### config.mk
export PLATFORM = sky130hd
export DESIGN_NAME = rvlc_regs
export DESIGN_NICKNAME = d
export VERILOG_FILES = /design/src/include/rvlc_pkg.sv /design/src/include/rvlc_dec_if.sv /design/src/rvlc_regs.sv /design/src/rvlc_volt_decode.sv
export SDC_FILE = /design/constraint.sdc
export NUM_CORES = 1
export LEC_CHECK = 0
export BUFFER_PORTS_ARGS = -buffer_cell sky130_fd_sc_hd__buf_2
export CORE_MARGIN = 4
export CORE_UTILIZATION = 45
export DETAILED_ROUTE_END_ITERATION = 8
export PLACE_DENSITY = 0.67
export SYNTH_ARGS = -nofsm -noshare
export SYNTH_HDL_FRONTEND = slang
export SYNTH_SLANG_ARGS = --single-unit
export TNS_END_PERCENT = 100
### constraint.sdc
create_clock -name core_clk_i -period 4.8 [get_ports core_clk_i]
set_clock_uncertainty 0.15 [all_clocks]
set_input_delay 0.48 -clock core_clk_i [delete_from_list [all_inputs] [get_ports core_clk_i]]
set_output_delay 0.48 -clock core_clk_i [all_outputs]
set_load 0.02 [all_outputs]
### src/include/rvlc_pkg.sv
// rvlc_pkg: constants, state type and voltage decode functions for the rail voltage / regulator config registers
// assumes: used by rvlc_regs and rvlc_volt_decode; referenced only as rvlc_pkg::name, never imported
package rvlc_pkg;

    // register offsets on the internal register port
    localparam logic [7:0] OFS_CH0_ALT_VOLTAGE_CFG = 8'h2F;
    localparam logic [7:0] OFS_LDO_VOLTAGE_CFG     = 8'h38;
    localparam logic [7:0] OFS_LDO_CONTROL_CFG     = 8'h39;

    // reset values; the regulator ones stand in for factory-programmed defaults
    localparam logic [7:0] RST_CH0_ALT_VOLTAGE_CFG = 8'h14;
    localparam logic [7:0] RST_LDO_VOLTAGE_CFG     = 8'h00;
    localparam logic [7:0] RST_LDO_CONTROL_CFG     = 8'h00;
    localparam logic [7:0] RST_READ_DATA           = 8'h00;

    // field positions
    localparam int RANGE_OFFSET_BIT  = 7;
    localparam int TARGET_CODE_MSB   = 6;
    localparam int RSVD_MSB          = 7;
    localparam int RSVD_LSB          = 5;
    localparam int SWITCH_SELECT_BIT = 4;
    localparam int DISCHARGE_EN_BIT  = 3;
    localparam int SLOT_SELECT_MSB   = 2;

    // slot-select encodings: 0..3 sequence slot, 10x force off, 11x force on
    localparam logic [2:0] SLOT_FORCE_OFF = 3'h4;
    localparam logic [2:0] SLOT_FORCE_ON  = 3'h6;

    // voltage transfer constants, in millivolts
    localparam logic [12:0] MV_BASE      = 13'h01F4; // 500 mV at code zero
    localparam logic [12:0] MV_STEP      = 13'h0019; // 25 mV per code
    localparam logic [12:0] MV_OFFSET    = 13'h052D; // 1325 mV range offset
    localparam logic [12:0] MV_ALT_MAX   = 13'h157C; // 5500 mV ceiling
    localparam logic [7:0]  ALT_SAT_CODE = 8'hC8;    // first saturating code

    localparam int MV_W = 13;

    // channel-0 alternate target: linear, saturating at the top codes
    function automatic logic [12:0] alt_mv(input logic [7:0] code);
        logic [12:0] lin;
        lin = MV_BASE + 13'(MV_STEP * 13'(code));
        if (code >= ALT_SAT_CODE) begin
            alt_mv = MV_ALT_MAX;
        end else begin
            alt_mv = lin;
        end
    endfunction

    // regulator target: seven-bit linear code plus optional fixed offset
    function automatic logic [12:0] ldo_mv(input logic [6:0] code, input logic ofs);
        ldo_mv = MV_BASE + 13'(MV_STEP * 13'(code)) + (ofs ? MV_OFFSET : 13'h0000);
    endfunction

    // whole state of the register block, one packed word
    typedef struct packed {
        logic [7:0]  ch0_alt_voltage_cfg;
        logic [7:0]  ldo_voltage_cfg;
        logic [7:0]  ldo_control_cfg;
        logic [7:0]  read_data;
        logic        read_valid;
        logic [12:0] ch0_alt_mv;
        logic [12:0] ldo_mv;
        logic        switch_mode;
        logic        discharge_on;
        logic [1:0]  slot;
        logic        slot_mode;
        logic        force_on;
        logic        force_off;
    } rvlc_state_t;

endpackage

### src/include/rvlc_dec_if.sv
// rvlc_dec_if: carries register field values to the voltage decoder and the decoded results back
// assumes: one register end and one decoder end, both combinational on these signals
`timescale 1ns/1ps
interface rvlc_dec_if;
    logic [7:0]  ch0_alt_target_code;
    logic [6:0]  regulator_target_code;
    logic        regulator_range_offset;
    logic [2:0]  regulator_slot_select;
    logic [12:0] ch0_alt_mv;
    logic [12:0] regulator_mv;
    logic [1:0]  slot;
    logic        slot_mode;
    logic        force_on;
    logic        force_off;

    modport regs (
        output ch0_alt_target_code,
        output regulator_target_code,
        output regulator_range_offset,
        output regulator_slot_select,
        input  ch0_alt_mv,
        input  regulator_mv,
        input  slot,
        input  slot_mode,
        input  force_on,
        input  force_off
    );

    modport dec (
        input  ch0_alt_target_code,
        input  regulator_target_code,
        input  regulator_range_offset,
        input  regulator_slot_select,
        output ch0_alt_mv,
        output regulator_mv,
        output slot,
        output slot_mode,
        output force_on,
        output force_off
    );
endinterface

### src/rvlc_regs.sv
// rvlc_regs: configuration registers for the channel-0 alternate target and the linear regulator
// assumes: a synchronous internal register port in front (the serial host port is outside this block);
// assumes: the power sequencer reports the regulator's on/off state on ldo_enabled_i
//
// Summary of operation
// - the channel-0 alternate target code maps to 0.5 V plus 25 mV per code step.
// - alternate target codes 0xC8 to 0xFF all give the 5.500 V ceiling instead of wrapping.
// - the seven-bit regulator target code gives 0.5 V plus 25 mV per step, up to 3.675 V.
// - bit 7 of the regulator voltage register adds a fixed 1.325 V when set and nothing when clear.
// - with that offset bit set the regulator range runs from 1.825 V to 5 V.
// - the mode bit at position 4 selects linear regulation at 0 and plain load switch at 1.
// - with discharge enable at 1 and the regulator off, the internal discharge resistor is connected.
// - with discharge enable at 0 the discharge path stays off, so the output only decays passively.
// - the slot select field picks slot 0 to 3 for codes 0 to 3, forces off for 4 or 5, on for 6 or 7.
`timescale 1ns/1ps
module rvlc_regs #(
    parameter logic [7:0] LDO_VOLTAGE_RST = rvlc_pkg::RST_LDO_VOLTAGE_CFG,
    parameter logic [7:0] LDO_CONTROL_RST = rvlc_pkg::RST_LDO_CONTROL_CFG
) (
    input  wire logic        core_clk_i,
    input  wire logic        rst_b_i,
    // internal register port
    input  wire logic [7:0]  reg_addr_i,
    input  wire logic        reg_wr_i,
    input  wire logic [7:0]  reg_wdata_i,
    input  wire logic        reg_rd_i,
    output logic      [7:0]  reg_rdata_o,
    output logic             reg_rvalid_o,
    // regulator state from the sequencer
    input  wire logic        ldo_enabled_i,
    // decoded configuration towards the analog and sequencer
    output logic      [12:0] ch0_alt_target_mv_o,
    output logic      [12:0] regulator_target_mv_o,
    output logic             regulator_switch_select_o,
    output logic             discharge_resistor_on_o,
    output logic      [1:0]  regulator_slot_o,
    output logic             regulator_slot_mode_o,
    output logic             regulator_force_on_o,
    output logic             regulator_force_off_o
);

    // reset image: raw fields plus their decodes, with discharge_on loaded as 0, so the other outputs
    // agree with the registers from the very first cycle without waiting for a write
    localparam rvlc_pkg::rvlc_state_t RESET_STATE = '{
        ch0_alt_voltage_cfg: rvlc_pkg::RST_CH0_ALT_VOLTAGE_CFG,
        ldo_voltage_cfg:     LDO_VOLTAGE_RST,
        ldo_control_cfg:     LDO_CONTROL_RST,
        read_data:           rvlc_pkg::RST_READ_DATA,
        read_valid:          1'b0,
        ch0_alt_mv:          rvlc_pkg::alt_mv(rvlc_pkg::RST_CH0_ALT_VOLTAGE_CFG),
        ldo_mv:              rvlc_pkg::ldo_mv(LDO_VOLTAGE_RST[rvlc_pkg::TARGET_CODE_MSB:0],
                                              LDO_VOLTAGE_RST[rvlc_pkg::RANGE_OFFSET_BIT]),
        switch_mode:         LDO_CONTROL_RST[rvlc_pkg::SWITCH_SELECT_BIT],
        discharge_on:        1'b0,
        slot:                (LDO_CONTROL_RST[2]) ? 2'h0 : LDO_CONTROL_RST[1:0],
        slot_mode:           ~LDO_CONTROL_RST[2],
        force_on:            LDO_CONTROL_RST[2] & LDO_CONTROL_RST[1],
        force_off:           LDO_CONTROL_RST[2] & ~LDO_CONTROL_RST[1]
    };

    rvlc_pkg::rvlc_state_t state_r;
    rvlc_pkg::rvlc_state_t state_nxt;

    rvlc_dec_if dec_if ();

    // the decoder sees next-state fields, so decoded outputs move on the
    // same edge as the register that a write changes
    rvlc_volt_decode u_decode (
        .dec (dec_if.dec)
    );

    assign dec_if.ch0_alt_target_code    = state_nxt.ch0_alt_voltage_cfg;
    assign dec_if.regulator_target_code  = state_nxt.ldo_voltage_cfg[rvlc_pkg::TARGET_CODE_MSB:0];
    assign dec_if.regulator_range_offset = state_nxt.ldo_voltage_cfg[rvlc_pkg::RANGE_OFFSET_BIT];
    assign dec_if.regulator_slot_select  = state_nxt.ldo_control_cfg[rvlc_pkg::SLOT_SELECT_MSB:0];

    // read mux; unmapped addresses read as zero
    function automatic logic [7:0] read_mux(input logic [7:0] addr, input rvlc_pkg::rvlc_state_t s);
        if (addr == rvlc_pkg::OFS_CH0_ALT_VOLTAGE_CFG) begin
            read_mux = s.ch0_alt_voltage_cfg;
        end else if (addr == rvlc_pkg::OFS_LDO_VOLTAGE_CFG) begin
            read_mux = s.ldo_voltage_cfg;
        end else if (addr == rvlc_pkg::OFS_LDO_CONTROL_CFG) begin
            read_mux = s.ldo_control_cfg;
        end else begin
            read_mux = 8'h00;
        end
    endfunction

    // next state: register writes, read capture, registered decodes
    always_comb begin
        state_nxt = state_r;

        // writes store all eight bits; reserved control bits are kept as
        // written because software is expected to put zero there and ignore them
        if (reg_wr_i) begin
            if (reg_addr_i == rvlc_pkg::OFS_CH0_ALT_VOLTAGE_CFG) begin
                state_nxt.ch0_alt_voltage_cfg = reg_wdata_i;
            end else if (reg_addr_i == rvlc_pkg::OFS_LDO_VOLTAGE_CFG) begin
                state_nxt.ldo_voltage_cfg = reg_wdata_i;
            end else if (reg_addr_i == rvlc_pkg::OFS_LDO_CONTROL_CFG) begin
                state_nxt.ldo_control_cfg = reg_wdata_i;
            end
        end

        // a read returns the value held before any write in the same cycle
        state_nxt.read_valid = reg_rd_i;
        if (reg_rd_i) begin
            state_nxt.read_data = read_mux(reg_addr_i, state_r);
        end

        // voltage targets from the shared transfer functions
        state_nxt.ch0_alt_mv = dec_if.ch0_alt_mv;
        state_nxt.ldo_mv     = dec_if.regulator_mv;

        // mode bit passes straight through: 0 regulates, 1 acts as a load switch
        state_nxt.switch_mode = state_nxt.ldo_control_cfg[rvlc_pkg::SWITCH_SELECT_BIT];

        // discharge resistor only while disabled and only when enabled by software;
        // a disabled enable leaves the path off so the rail decays passively
        state_nxt.discharge_on = state_nxt.ldo_control_cfg[rvlc_pkg::DISCHARGE_EN_BIT] & ~ldo_enabled_i;

        // slot decode
        state_nxt.slot      = dec_if.slot;
        state_nxt.slot_mode = dec_if.slot_mode;
        state_nxt.force_on  = dec_if.force_on;
        state_nxt.force_off = dec_if.force_off;
    end

    // single state register; reset loads the constant image only
    always_ff @(posedge core_clk_i or negedge rst_b_i) begin
        if (!rst_b_i) begin
            state_r <= RESET_STATE;
        end else begin
            state_r <= state_nxt;
        end
    end

    // all outputs come straight from the state register
    assign reg_rdata_o               = state_r.read_data;
    assign reg_rvalid_o              = state_r.read_valid;
    assign ch0_alt_target_mv_o       = state_r.ch0_alt_mv;
    assign regulator_target_mv_o     = state_r.ldo_mv;
    assign regulator_switch_select_o = state_r.switch_mode;
    assign discharge_resistor_on_o   = state_r.discharge_on;
    assign regulator_slot_o          = state_r.slot;
    assign regulator_slot_mode_o     = state_r.slot_mode;
    assign regulator_force_on_o      = state_r.force_on;
    assign regulator_force_off_o     = state_r.force_off;

endmodule

### src/rvlc_volt_decode.sv
// rvlc_volt_decode: pure combinational decode of target codes to millivolts and of the slot-select field
// assumes: fed with next-state field values so that results can be registered on the same edge as the fields
`timescale 1ns/1ps
module rvlc_volt_decode (
    rvlc_dec_if.dec dec
);

    // voltage transfer functions shared with the reset values in the package
    assign dec.ch0_alt_mv   = rvlc_pkg::alt_mv(dec.ch0_alt_target_code);
    assign dec.regulator_mv = rvlc_pkg::ldo_mv(dec.regulator_target_code, dec.regulator_range_offset);

    // slot select: low codes pick a sequence slot, upper half forces the regulator
    always_comb begin
        dec.slot      = dec.regulator_slot_select[1:0];
        dec.slot_mode = 1'b0;
        dec.force_on  = 1'b0;
        dec.force_off = 1'b0;
        if ((dec.regulator_slot_select & rvlc_pkg::SLOT_FORCE_ON) == rvlc_pkg::SLOT_FORCE_ON) begin
            dec.force_on = 1'b1;
            dec.slot     = 2'h0;
        end else if ((dec.regulator_slot_select & rvlc_pkg::SLOT_FORCE_OFF) == rvlc_pkg::SLOT_FORCE_OFF) begin
            dec.force_off = 1'b1;
            dec.slot      = 2'h0;
        end else begin
            dec.slot_mode = 1'b1;
        end
    end

endmodule
=== Word level (Yosys, flattened, before mapping) ===
Cells that the tools add are included.
Widths: inputs -> output; s select.

* Order comparisons: 1
* Shift-type cells: 0
* Multiplexer cells: 18
* Add/sub/neg operators: 3
* $mul: 2
* Div/mod/pow operators: 0
* Eq/ne operators: 4
* Reductions and logical operators: 1
* Bitwise gates (word level): 4

{| class="wikitable"
|+ Operators by type and width
! cell !! count
|-
| $mux 8 || 7
|-
| $eq 8x6->1 const B || 3
|-
| $mux 24 || 1
|-
| $mux 16 || 1
|-
| $add 13x13->13 || 1
|-
| $add 9x12->13 const A || 1
|-
| $add 9x13->13 const A || 1
|-
| $mul 5x8->13 const A || 1
|-
| $mux 13 || 1
|-
| $mul 5x7->12 const A || 1
|-
| $mux 11 || 1
|-
| $ge 8x8->1 const B || 1
|-
| $mux 1 || 5
|-
| $mux 2 || 2
|-
| $reduce_and 4->1 || 1
|-
| $not 1->1 || 3
|-
| $eq 2x2->1 const B || 1
|-
| $and 1x1->1 || 1
|}

* Flip-flop bits (word level): 66
* Output and inout port bits: 42
* Memory bits (writable): 0
* Word-level logic and storage cells: 47
* Memories kept: 0
* ROM bits: 0
* Bits in latches: 0
* Input port bits: 21

=== Depth between registers and ports, before layout ===
Gate-level depths: netlist of the first run.

* Word-level depth: 8
* Mapped depth: 17

=== By module ===
Synthesis of the first run repeated with hierarchy kept, for this count alone.

* Cells, all modules: 411
* Area total of the unflattened synthesis: 4634.4 um^2

{| class="wikitable"
|+ By module, submodules not included
! module !! times used !! seq. area each (um^2) !! area an instance (um^2) !! cells an instance
|-
| rvlc_regs || 1 || 1645.3 || 2716.4 || 190
|-
| rvlc_volt_decode || 1 || 0.0 || 1918.1 || 221
|}

=== Least setup slack after synthesis of the first run ===
OpenSTA, ideal clock, no wires.

* Path type: input to register
* Start point: input port reg_addr_i[0]
* End point: register state_r, in the netlist regulator_target_mv_o[10]
* Required time: 4.492 ns
* Stages: 12
* Slack: 0.353 ns
* Arrival: 4.139 ns
* Buffers on the path: 2
* Library setup time: 0.158 ns
* Cell sequence: clkbuf_1 > nand4b_4 > buf_6 > mux2_2 > ha_1 > ha_1 > fa_1 > fa_1 > ha_1 > nand3_1 > a2111oi_0 > o311ai_0

{| class="wikitable"
|+ RTL lines
! item !! RTL line !! source
|-
| start: declaration || rvlc_regs.sv:23 || <nowiki>input wire logic [7:0] reg_addr_i,</nowiki>
|-
| $eq 8x6->1 || rvlc_regs.sv:99 || <nowiki>end else if (reg_addr_i == rvlc_pkg::OFS_LDO_VOLTAGE_CFG) begin</nowiki>
|-
| $mux 8 || rvlc_regs.sv:99 ||
|-
| $mux 16 * || rvlc_regs.sv:97 || <nowiki>if (reg_addr_i == rvlc_pkg::OFS_CH0_ALT_VOLTAGE_CFG) begin</nowiki>
|-
| $mux 24 * || rvlc_regs.sv:96 || <nowiki>if (reg_wr_i) begin</nowiki>
|-
| named net dec_if.regulator_range_offset || rvlc_dec_if.sv:7 || <nowiki>logic regulator_range_offset;</nowiki>
|-
| $mux 11 * || rvlc_pkg.sv:51 || <nowiki>ldo_mv = MV_BASE + 13'(MV_STEP * 13'(code)) + (ofs ? MV_OFFSET : 13'h0000);</nowiki>
|-
| $add 13x13->13 * || rvlc_pkg.sv:51 ||
|-
| named net dec_if.regulator_mv[10] || rvlc_dec_if.sv:10 || <nowiki>logic [12:0] regulator_mv;</nowiki>
|-
| end signal: assignment || rvlc_regs.sv:135 || <nowiki>state_r <= state_nxt;</nowiki>
|-
| end: declaration || rvlc_regs.sv:61 || <nowiki>rvlc_pkg::rvlc_state_t state_r;</nowiki>
|}

The timed path passes the listed nets; every way through them passes the cells marked *.
A chain may end at the register's enable or synchronous reset.

=== Worst setup path in the final report of the first run ===
* Start point: input port reg_addr_i[6]
* End point: register state_r, in the netlist ch0_alt_target_mv_o[12]

* Longest elaborated chain between the ends: 6

{| class="wikitable"
|+ Ends and longest elaborated chain
! item !! RTL line !! source
|-
| $eq 8x6->1 * || rvlc_regs.sv:97 ||
|-
| $mux 8 * || rvlc_regs.sv:97 ||
|-
| $mux 24 * || rvlc_regs.sv:96 ||
|-
| $mul 5x8->13 || rvlc_pkg.sv:41 || <nowiki>lin = MV_BASE + 13'(MV_STEP * 13'(code));</nowiki>
|-
| $add 9x13->13 || rvlc_pkg.sv:41 ||
|-
| $mux 13 * || rvlc_pkg.sv:42 || <nowiki>if (code >= ALT_SAT_CODE) begin</nowiki>
|-
| named net dec_if.ch0_alt_mv[12] || rvlc_dec_if.sv:9 || <nowiki>logic [12:0] ch0_alt_mv;</nowiki>
|}

Marked as above.

==> metrics.log, run 1 <==
INFO  metric yosysUniqueCellTypes = 57
INFO  metric critical_path.n_buffers_inverters = 4
INFO  metric mappedNetlistNets = 513
INFO  metric layout_common_cells = sky130_fd_sc_hd__ha_1, sky130_fd_sc_hd__buf_2, sky130_fd_sc_hd__inv_1
INFO  metric flow.area_growth_from_synthesis = 9.39%
INFO  metric post_drt_via_cell_ratio = 5.09
INFO  metric drt_wl_total = between 8000 and 9000 microns
INFO  metric flip_flop_and_latch_count_after_synthesis = 65
INFO  metric cts-hold-fix-buffers = 1
INFO  metric synthesis.area = roughly 0.0045 sq mm
INFO  metric leakage = between 2 and 3 nW
INFO  metric number_of_violations_reported_at_the_end_of_detailed_routing_iteration_0 = 115
INFO  metric setup_viol = 0
INFO  metric die_x = 108 microns
INFO  metric timing.critical_path.to_type = flop
INFO  metric timing.critical_path.slowest_cell_delay = 0.51 ns
INFO  metric p_comb_frac = 0.312
INFO  metric slowest_library_cell_on_the_worst_path = sky130_fd_sc_hd__fa_1
INFO  metric worstHoldStart = ldo_enabled_i
INFO  metric fin_setup_tns = 0 ns
INFO  metric timing.critical_path.depth = 15
INFO  metric power.share.clock = 0.286
INFO  metric dp.final_hpwl = between 6000 and 7000 microns
INFO  metric share_of_flip_flops_with_an_asynchronous_set_or_reset_after_synthesis = 1.00
INFO  metric crit_required = 4.87 ns
INFO  metric final_cells = 591
INFO  metric total_power = between 0.0015 and 0.002 W
INFO  metric synth_enable_flop_cells = 0
INFO  metric sequentialPowerShare = 0.402
INFO  metric yosysSeqAreaShare = 0.363
INFO  metric switching_share = 0.333
INFO  metric reg2reg_slack = 1.04 ns
INFO  metric post_cts_buffers = 0
INFO  metric worst_hold_path_type = primary input to flop
INFO  metric worst-r2r-cell-count = 11
INFO  metric regToRegEndpoint = ch0_alt_target_mv_o[12]
INFO  metric synth_warnings = 0
INFO  metric numPortBuffers = 62
INFO  metric placementRows = 36
INFO  metric tritoncts_clock_tree = done
INFO  metric first_global_vias = 2952
INFO  metric share_of_post_route_cells_with_drive_strength_above_1 = 0.299
INFO  metric antenna_violations_before_repair = 1
INFO  metric clock_sink_count = 65
INFO  metric period_needed = 4.36 ns
INFO  metric max-cap-violations = 0
INFO  metric grt_max_degree = 57
INFO  metric unrepaired_setup_endpoints_after_global_routing = false
INFO  metric crit_end = ch0_alt_target_mv_o[12]
INFO  metric period_share = 0.908
INFO  metric crit-reg2reg-launch = state_r[60]
INFO  metric drcViolationCount = 0
INFO  metric dp.cells = approximately 570
INFO  metric postRouteAntennaNets = 0
INFO  metric cts-htree-levels = 3
INFO  metric outcome = complete, no violations
INFO  metric via_total_after_detailed_routing = 3006
INFO  metric core_region_area = 0.00977 sq mm
INFO  metric postPlaceCellArea = 0.00475 sq mm
INFO  metric layout.nets = 551
INFO  metric grt.total_usage = 0.154
INFO  metric path_delay_family = adder cells
INFO  metric worst_setup_slack_post_dpl = 0.0797 ns
INFO  metric cts_root_buf = sky130_fd_sc_hd__clkbuf_8
INFO  metric cts-buffers-inserted = 9
INFO  metric final_common_cell = sky130_fd_sc_hd__ha_1
INFO  metric power.internal = 0.00110 W
INFO  metric timing.max_slew.rel_slack = 0.520
INFO  metric setup.worst_path.start = reg_addr_i[6]
INFO  metric crit_chain = buf_2 -> and4bb_1 -> buf_4 -> nand3_2 -> mux2i_1 -> ha_1 -> fa_1 -> inv_1 -> ha_1 -> inv_1 -> fa_1 -> nor2b_1 -> o2111ai_1 -> and3_1 -> or4_1
INFO  metric insertedDiodeCount = 0
INFO  metric cts_resized = 0
INFO  metric die_area = 0.0117 sq mm
INFO  metric starting_utilization_of_the_core_area = 0.464
INFO  metric clk_pin_slew = 0.08 ns
INFO  metric hold_violation_total_from_the_final_report = 0
INFO  metric firstDrtPassIters = 4
INFO  metric crit_path_max_fanout = 7
INFO  metric floorplan.io_pins = 63
INFO  metric clkLatencyLatePin = 0.35 ns
INFO  metric place.gp.congestion = 0.796
INFO  metric floorplan.die.height = 108 microns
INFO  metric power_density = 332 mW/mm^2
INFO  metric worst_pin_slew = 0.719 ns
INFO  metric start_kind = primary input
INFO  metric post_synth.cell_area_avg = 10.9 sq um
INFO  metric p_switching = 0.000548 W
INFO  metric ir_drop = 0.202 mV
INFO  metric clock_path_buffers = 2
INFO  metric overflow = 0
INFO  metric timing.fmax = 0.230 GHz
INFO  metric slew_viol_final = 0
INFO  metric postLayoutCellArea = 0.00496 sq mm
INFO  metric most_used_dff_post_synth = sky130_fd_sc_hd__dfrtp_1
INFO  metric routed_wire_length_per_instance = ~14 microns
INFO  metric final_critical_path_setup_slack = ~0.44 ns
INFO  metric grt_pass1_wl = about 14000 microns
INFO  metric worst_ep_arrival_time = 4.43 ns
INFO  metric criticalPathCategory = primary input to flop
INFO  metric synthCells = just over 400
-- worst register-to-register path: stages, from the launching register on --
cell and delay [ns]:
sky130_fd_sc_hd__dfstp_2 0.38, sky130_fd_sc_hd__mux2i_1 0.36, sky130_fd_sc_hd__ha_1 0.34, sky130_fd_sc_hd__fa_1 0.51
sky130_fd_sc_hd__inv_1 0.04, sky130_fd_sc_hd__ha_1 0.29, sky130_fd_sc_hd__inv_1 0.06, sky130_fd_sc_hd__fa_1 0.43
sky130_fd_sc_hd__nor2b_1 0.23, sky130_fd_sc_hd__o2111ai_1 0.20, sky130_fd_sc_hd__and3_1 0.19, sky130_fd_sc_hd__or4_1 0.46
-- cell usage after synthesis (all sizes together), types with 5 or more instances --
master / number / area share
a21oi: 8 / 0.0088
a22oi: 8 / 0.013
buf: 41 / 0.068
dfrtp: 50 / 0.28
dfstp: 15 / 0.087
fa: 9 / 0.040
ha: 68 / 0.19
inv: 55 / 0.046
mux2: 24 / 0.062
mux2i: 8 / 0.021
nand2: 11 / 0.0091
nand2b: 5 / 0.0069
nand3: 7 / 0.0088
nor2: 10 / 0.0083
nor3: 6 / 0.0066
o21ai: 9 / 0.0099
o21bai: 5 / 0.0083
o22ai: 8 / 0.011
or2: 5 / 0.0069
xnor2: 8 / 0.015
xor2: 5 / 0.0097
-- area by class of cell --
cell class | count | area, sq um
flip-flops and latches | 65 | 1650
clock buffers | 11 | 141
repair buffers | 72 | 388
multi-input cells | 250 | 2350
fillers | 874 | 4820
inverters | 55 | 206
clock inverters | 5 | 55.1
well taps | 133 | 166
-- power groups by stage --
stage | Combinational, W | Sequential, W | Clock [W]
2_1_floorplan | 0.000445 | 0.000671 | 0
3_3_place_gp | 0.000511 | 0.000672 | 0
3_5_place_dp | 0.000518 | 0.000672 | 0
4_1_cts | 0.000522 | 0.000663 | 0.000483
5_1_grt | 0.000583 | 0.000671 | 0.000508
6_report | 0.000514 | 0.000662 | 0.000472
-- cell families (layout without fill, tap and decap cells) --
logic type	Yosys count	after routing	synth area share
mux	32	32	0.0834
simple gates	69	69	0.0942
flops	65	65	0.363
buf+inv	100	143	0.117
fa+ha+maj	77	77	0.227
xor+xnor	13	13	0.0251
compound gates	59	59	0.0895
-- worst min-delay path by stage --
stage | to | slack (ns) | depth (start not counted)
final | discharge_resistor_on_o | 0.12 | 2
after global routing | discharge_resistor_on_o | 0.11 | 2
after CTS | discharge_resistor_on_o | 0.11 | 2
after detailed placement | regulator_target_mv_o[3] | 0.20 | 1
after global placement | regulator_target_mv_o[3] | 0.19 | 1
after floorplan | ch0_alt_target_mv_o[0] | 0.03 | 0
-- stage by stage --
step                      hold WS [ns]  utilization
after global placement           0.194        0.486
after detailed placement         0.200        0.486
after CTS                        0.111        0.507
after floorplan                 0.0344            -
final                            0.124        0.507
after global routing             0.113        0.507
-- state kept, by name, indices dropped and copies added, names as in the netlist --
name	flops
reg_rdata_o	8
regulator_slot_o	2
reg_rvalid_o	1
state_r	24
regulator_force_on_o	1
regulator_target_mv_o	13
discharge_resistor_on_o	1
regulator_slot_mode_o	1
ch0_alt_target_mv_o	13
regulator_force_off_o	1
-- routing by layer --
layer  up-vias  wire [microns]  track usage
li1       1481               -            -
met1      1458            4020        0.213
met2        51            4030        0.238
met3        14             377       0.0400
met4         2             113       0.0496
met5         -              14            0
Power figures use the tool's default switching activity.
==> inputs of run 2 (changes only) <==
--- a/config.mk
+++ b/config.mk
@@ -8,6 +8,7 @@
 export BUFFER_PORTS_ARGS = -buffer_cell sky130_fd_sc_hd__buf_2
 export CORE_MARGIN = 4
 export CORE_UTILIZATION = 45
+export CTS_BUF_LIST = sky130_fd_sc_hd__clkbuf_4 sky130_fd_sc_hd__clkbuf_8
 export DETAILED_ROUTE_END_ITERATION = 8
 export PLACE_DENSITY = 0.67
 export SYNTH_ARGS = -nofsm -noshare
==> run 2 against run 1 <==
Compared with the run above: sequential power about the same; hold slack got worse by 0.0022 ns; combinational power about the same; design area about the same; register-to-register slack about the same; worst setup slack improved by 0.00065 ns; total power increased by 0.30%; critical path type unchanged.
==> metrics.log, run 2 (synthesis gave the netlist of run 1 again) <==
INFO  metric crit_required = 4.88 ns
INFO  metric floorplan.die.height = 108 microns
INFO  metric hold_violation_total_from_the_final_report = 0
INFO  metric max-cap-violations = 0
INFO  metric share_of_post_route_cells_with_drive_strength_above_1 = 0.301
INFO  metric crit_path_max_fanout = 7
INFO  metric worst_pin_slew = roughly 0.72 ns
INFO  metric timing.critical_path.to_type = flop
INFO  metric sequentialPowerShare = 0.401
INFO  metric reg2reg_slack = 1.03 ns
INFO  metric timing.fmax = 0.230 GHz
INFO  metric clock_sink_count = 65
INFO  metric worst-r2r-cell-count = 11
INFO  metric firstDrtPassIters = 5
INFO  metric postPlaceCellArea = 0.00475 sq mm
INFO  metric die_area = 0.0117 sq mm
INFO  metric tritoncts_clock_tree = done
INFO  metric postLayoutCellArea = 0.00496 sq mm
INFO  metric clk_pin_slew = 0.07 ns
INFO  metric leakage = 2.68 nW
INFO  metric regToRegEndpoint = ch0_alt_target_mv_o[12]
INFO  metric clock_path_buffers = 2
INFO  metric largest_register_ffs = 24
INFO  metric timing.max_slew.rel_slack = 0.522
INFO  metric floorplan.io_pins = between 60 and 70
INFO  metric insertedDiodeCount = 0
INFO  metric period_share = 0.908
INFO  metric post_cts_buffers = 0
INFO  metric routed_wire_length_per_instance = between 10 and 15 microns
INFO  metric starting_utilization_of_the_core_area = 0.464
INFO  metric slew_viol_final = 0
INFO  metric worstHoldStart = ldo_enabled_i
INFO  metric numPortBuffers = 62
INFO  metric ir_drop = 0.202 mV
INFO  metric cts-buffers-inserted = 9
INFO  metric overflow = 0
INFO  metric antenna_violations_before_repair = 1
INFO  metric dp.final_hpwl = about 6600 microns
INFO  metric outcome = complete, no violations
INFO  metric crit_end = ch0_alt_target_mv_o[12]
INFO  metric post_drt_via_cell_ratio = ~5.1
INFO  metric grt.total_usage = 0.155
INFO  metric drcViolationCount = 0
INFO  metric crit-reg2reg-launch = state_r[60]
INFO  metric criticalPathCategory = primary input to flop
INFO  metric first_global_vias = 2947
INFO  metric fillers = 872
INFO  metric layout.nets = 551
INFO  metric drt_wl_total = 8570 microns
INFO  metric die_x = 108 microns
INFO  metric fin_setup_tns = 0 ns
INFO  metric final_critical_path_setup_slack = 0.444 ns
INFO  metric p_switching = 0.000548 W
INFO  metric worst_ep_arrival_time = 4.43 ns
INFO  metric setup_viol = 0
INFO  metric core_region_area = 0.00977 sq mm
INFO  metric start_kind = primary input
INFO  metric postRouteAntennaNets = 0
INFO  metric switching_share = 0.331
INFO  metric worst_setup_slack_post_dpl = 0.0797 ns
INFO  metric cts_root_buf = sky130_fd_sc_hd__clkbuf_8
INFO  metric period_needed = 4.36 ns
INFO  metric clkLatencyLatePin = 0.35 ns
INFO  metric flow.area_growth_from_synthesis = 9.47%
INFO  metric p_comb_frac = 0.311
INFO  metric final_common_cell = sky130_fd_sc_hd__ha_1
INFO  metric power.share.clock = 0.289
INFO  metric worst_hold_path_type = primary input to flop
INFO  metric power.internal = roughly 0.0011 W
INFO  metric number_of_violations_reported_at_the_end_of_detailed_routing_iteration_0 = 113
INFO  metric grt_pass1_wl = 14100 microns
INFO  metric power_density = 333 mW/mm^2
INFO  metric unrepaired_setup_endpoints_after_global_routing = false
INFO  metric via_total_after_detailed_routing = 3031
INFO  metric placementRows = 36
INFO  metric cts-hold-fix-buffers = 1
INFO  metric layout_common_cells = sky130_fd_sc_hd__ha_1, sky130_fd_sc_hd__buf_2, sky130_fd_sc_hd__inv_1
INFO  metric place.gp.congestion = 0.796
INFO  metric grt_max_degree = 57
INFO  metric cts_resized = 0
INFO  metric top_register = state_r
INFO  metric setup.worst_path.start = reg_addr_i[6]
INFO  metric cts-htree-levels = 3
## run 2: layer usage
layer	GRT usage	share of wire	vias to the layer above	wire length [microns]
met4	0.0658	0.015	2	131
met3	0.0310	0.044	16	378
li1	-	-	1481	-
met1	0.213	0.46	1460	3970
met2	0.238	0.48	72	4080
met5	0	0.0015	-	13
## run 2: area by class of cell
cell class / instances / area [sq um] / area share
timing repair buffer: 72 / 388 / 0.0782
tap: 133 / 166 / 0.0335
clock buffer: 11 / 145 / 0.0293
inverter: 55 / 206 / 0.0416
clock inverter: 5 / 55.1 / 0.0111
sequential: 65 / 1650 / 0.332
multi-input combinational: 250 / 2350 / 0.475
## run 2: worst max-delay path: stages
cell and delay [ns]:
sky130_fd_sc_hd__buf_2 0.09, sky130_fd_sc_hd__and4bb_1 0.35, sky130_fd_sc_hd__buf_4 0.17, sky130_fd_sc_hd__nand3_2 0.18
sky130_fd_sc_hd__mux2i_1 0.42, sky130_fd_sc_hd__ha_1 0.33, sky130_fd_sc_hd__fa_1 0.51, sky130_fd_sc_hd__inv_1 0.04
sky130_fd_sc_hd__ha_1 0.29, sky130_fd_sc_hd__inv_1 0.06, sky130_fd_sc_hd__fa_1 0.43, sky130_fd_sc_hd__nor2b_1 0.23
sky130_fd_sc_hd__o2111ai_1 0.20, sky130_fd_sc_hd__and3_1 0.19, sky130_fd_sc_hd__or4_1 0.46
## run 2: how the worst min path moves through the flow
stage          cells after the start                  endpoint
2_1_floorplan                      0    ch0_alt_target_mv_o[0]
3_3_place_gp                       1  regulator_target_mv_o[3]
3_5_place_dp                       1  regulator_target_mv_o[3]
4_1_cts                            2   discharge_resistor_on_o
5_1_grt                            2   discharge_resistor_on_o
6_report                           2   discharge_resistor_on_o
## run 2: power groups by stage
stage	clock (W)	sequential [W]	combinational, W
6_report	0.000477	0.000662	0.000514
2_1_floorplan	0	0.000671	0.000445
3_5_place_dp	0	0.000672	0.000518
3_3_place_gp	0	0.000672	0.000511
4_1_cts	0.000489	0.000663	0.000522
5_1_grt	0.000513	0.000671	0.000583
## run 2: through the flow
step | power (W) | cells | hold WS, ns | utilization
6_report | 0.00165 | 591 | 0.122 | 0.508
5_1_grt | 0.00177 | 591 | 0.115 | 0.508
4_1_cts | 0.00167 | 591 | 0.111 | 0.508
3_5_place_dp | 0.00119 | 574 | 0.200 | 0.486
3_3_place_gp | 0.00118 | 574 | 0.194 | 0.486
2_1_floorplan | 0.00112 | 415 | 0.0344 | -
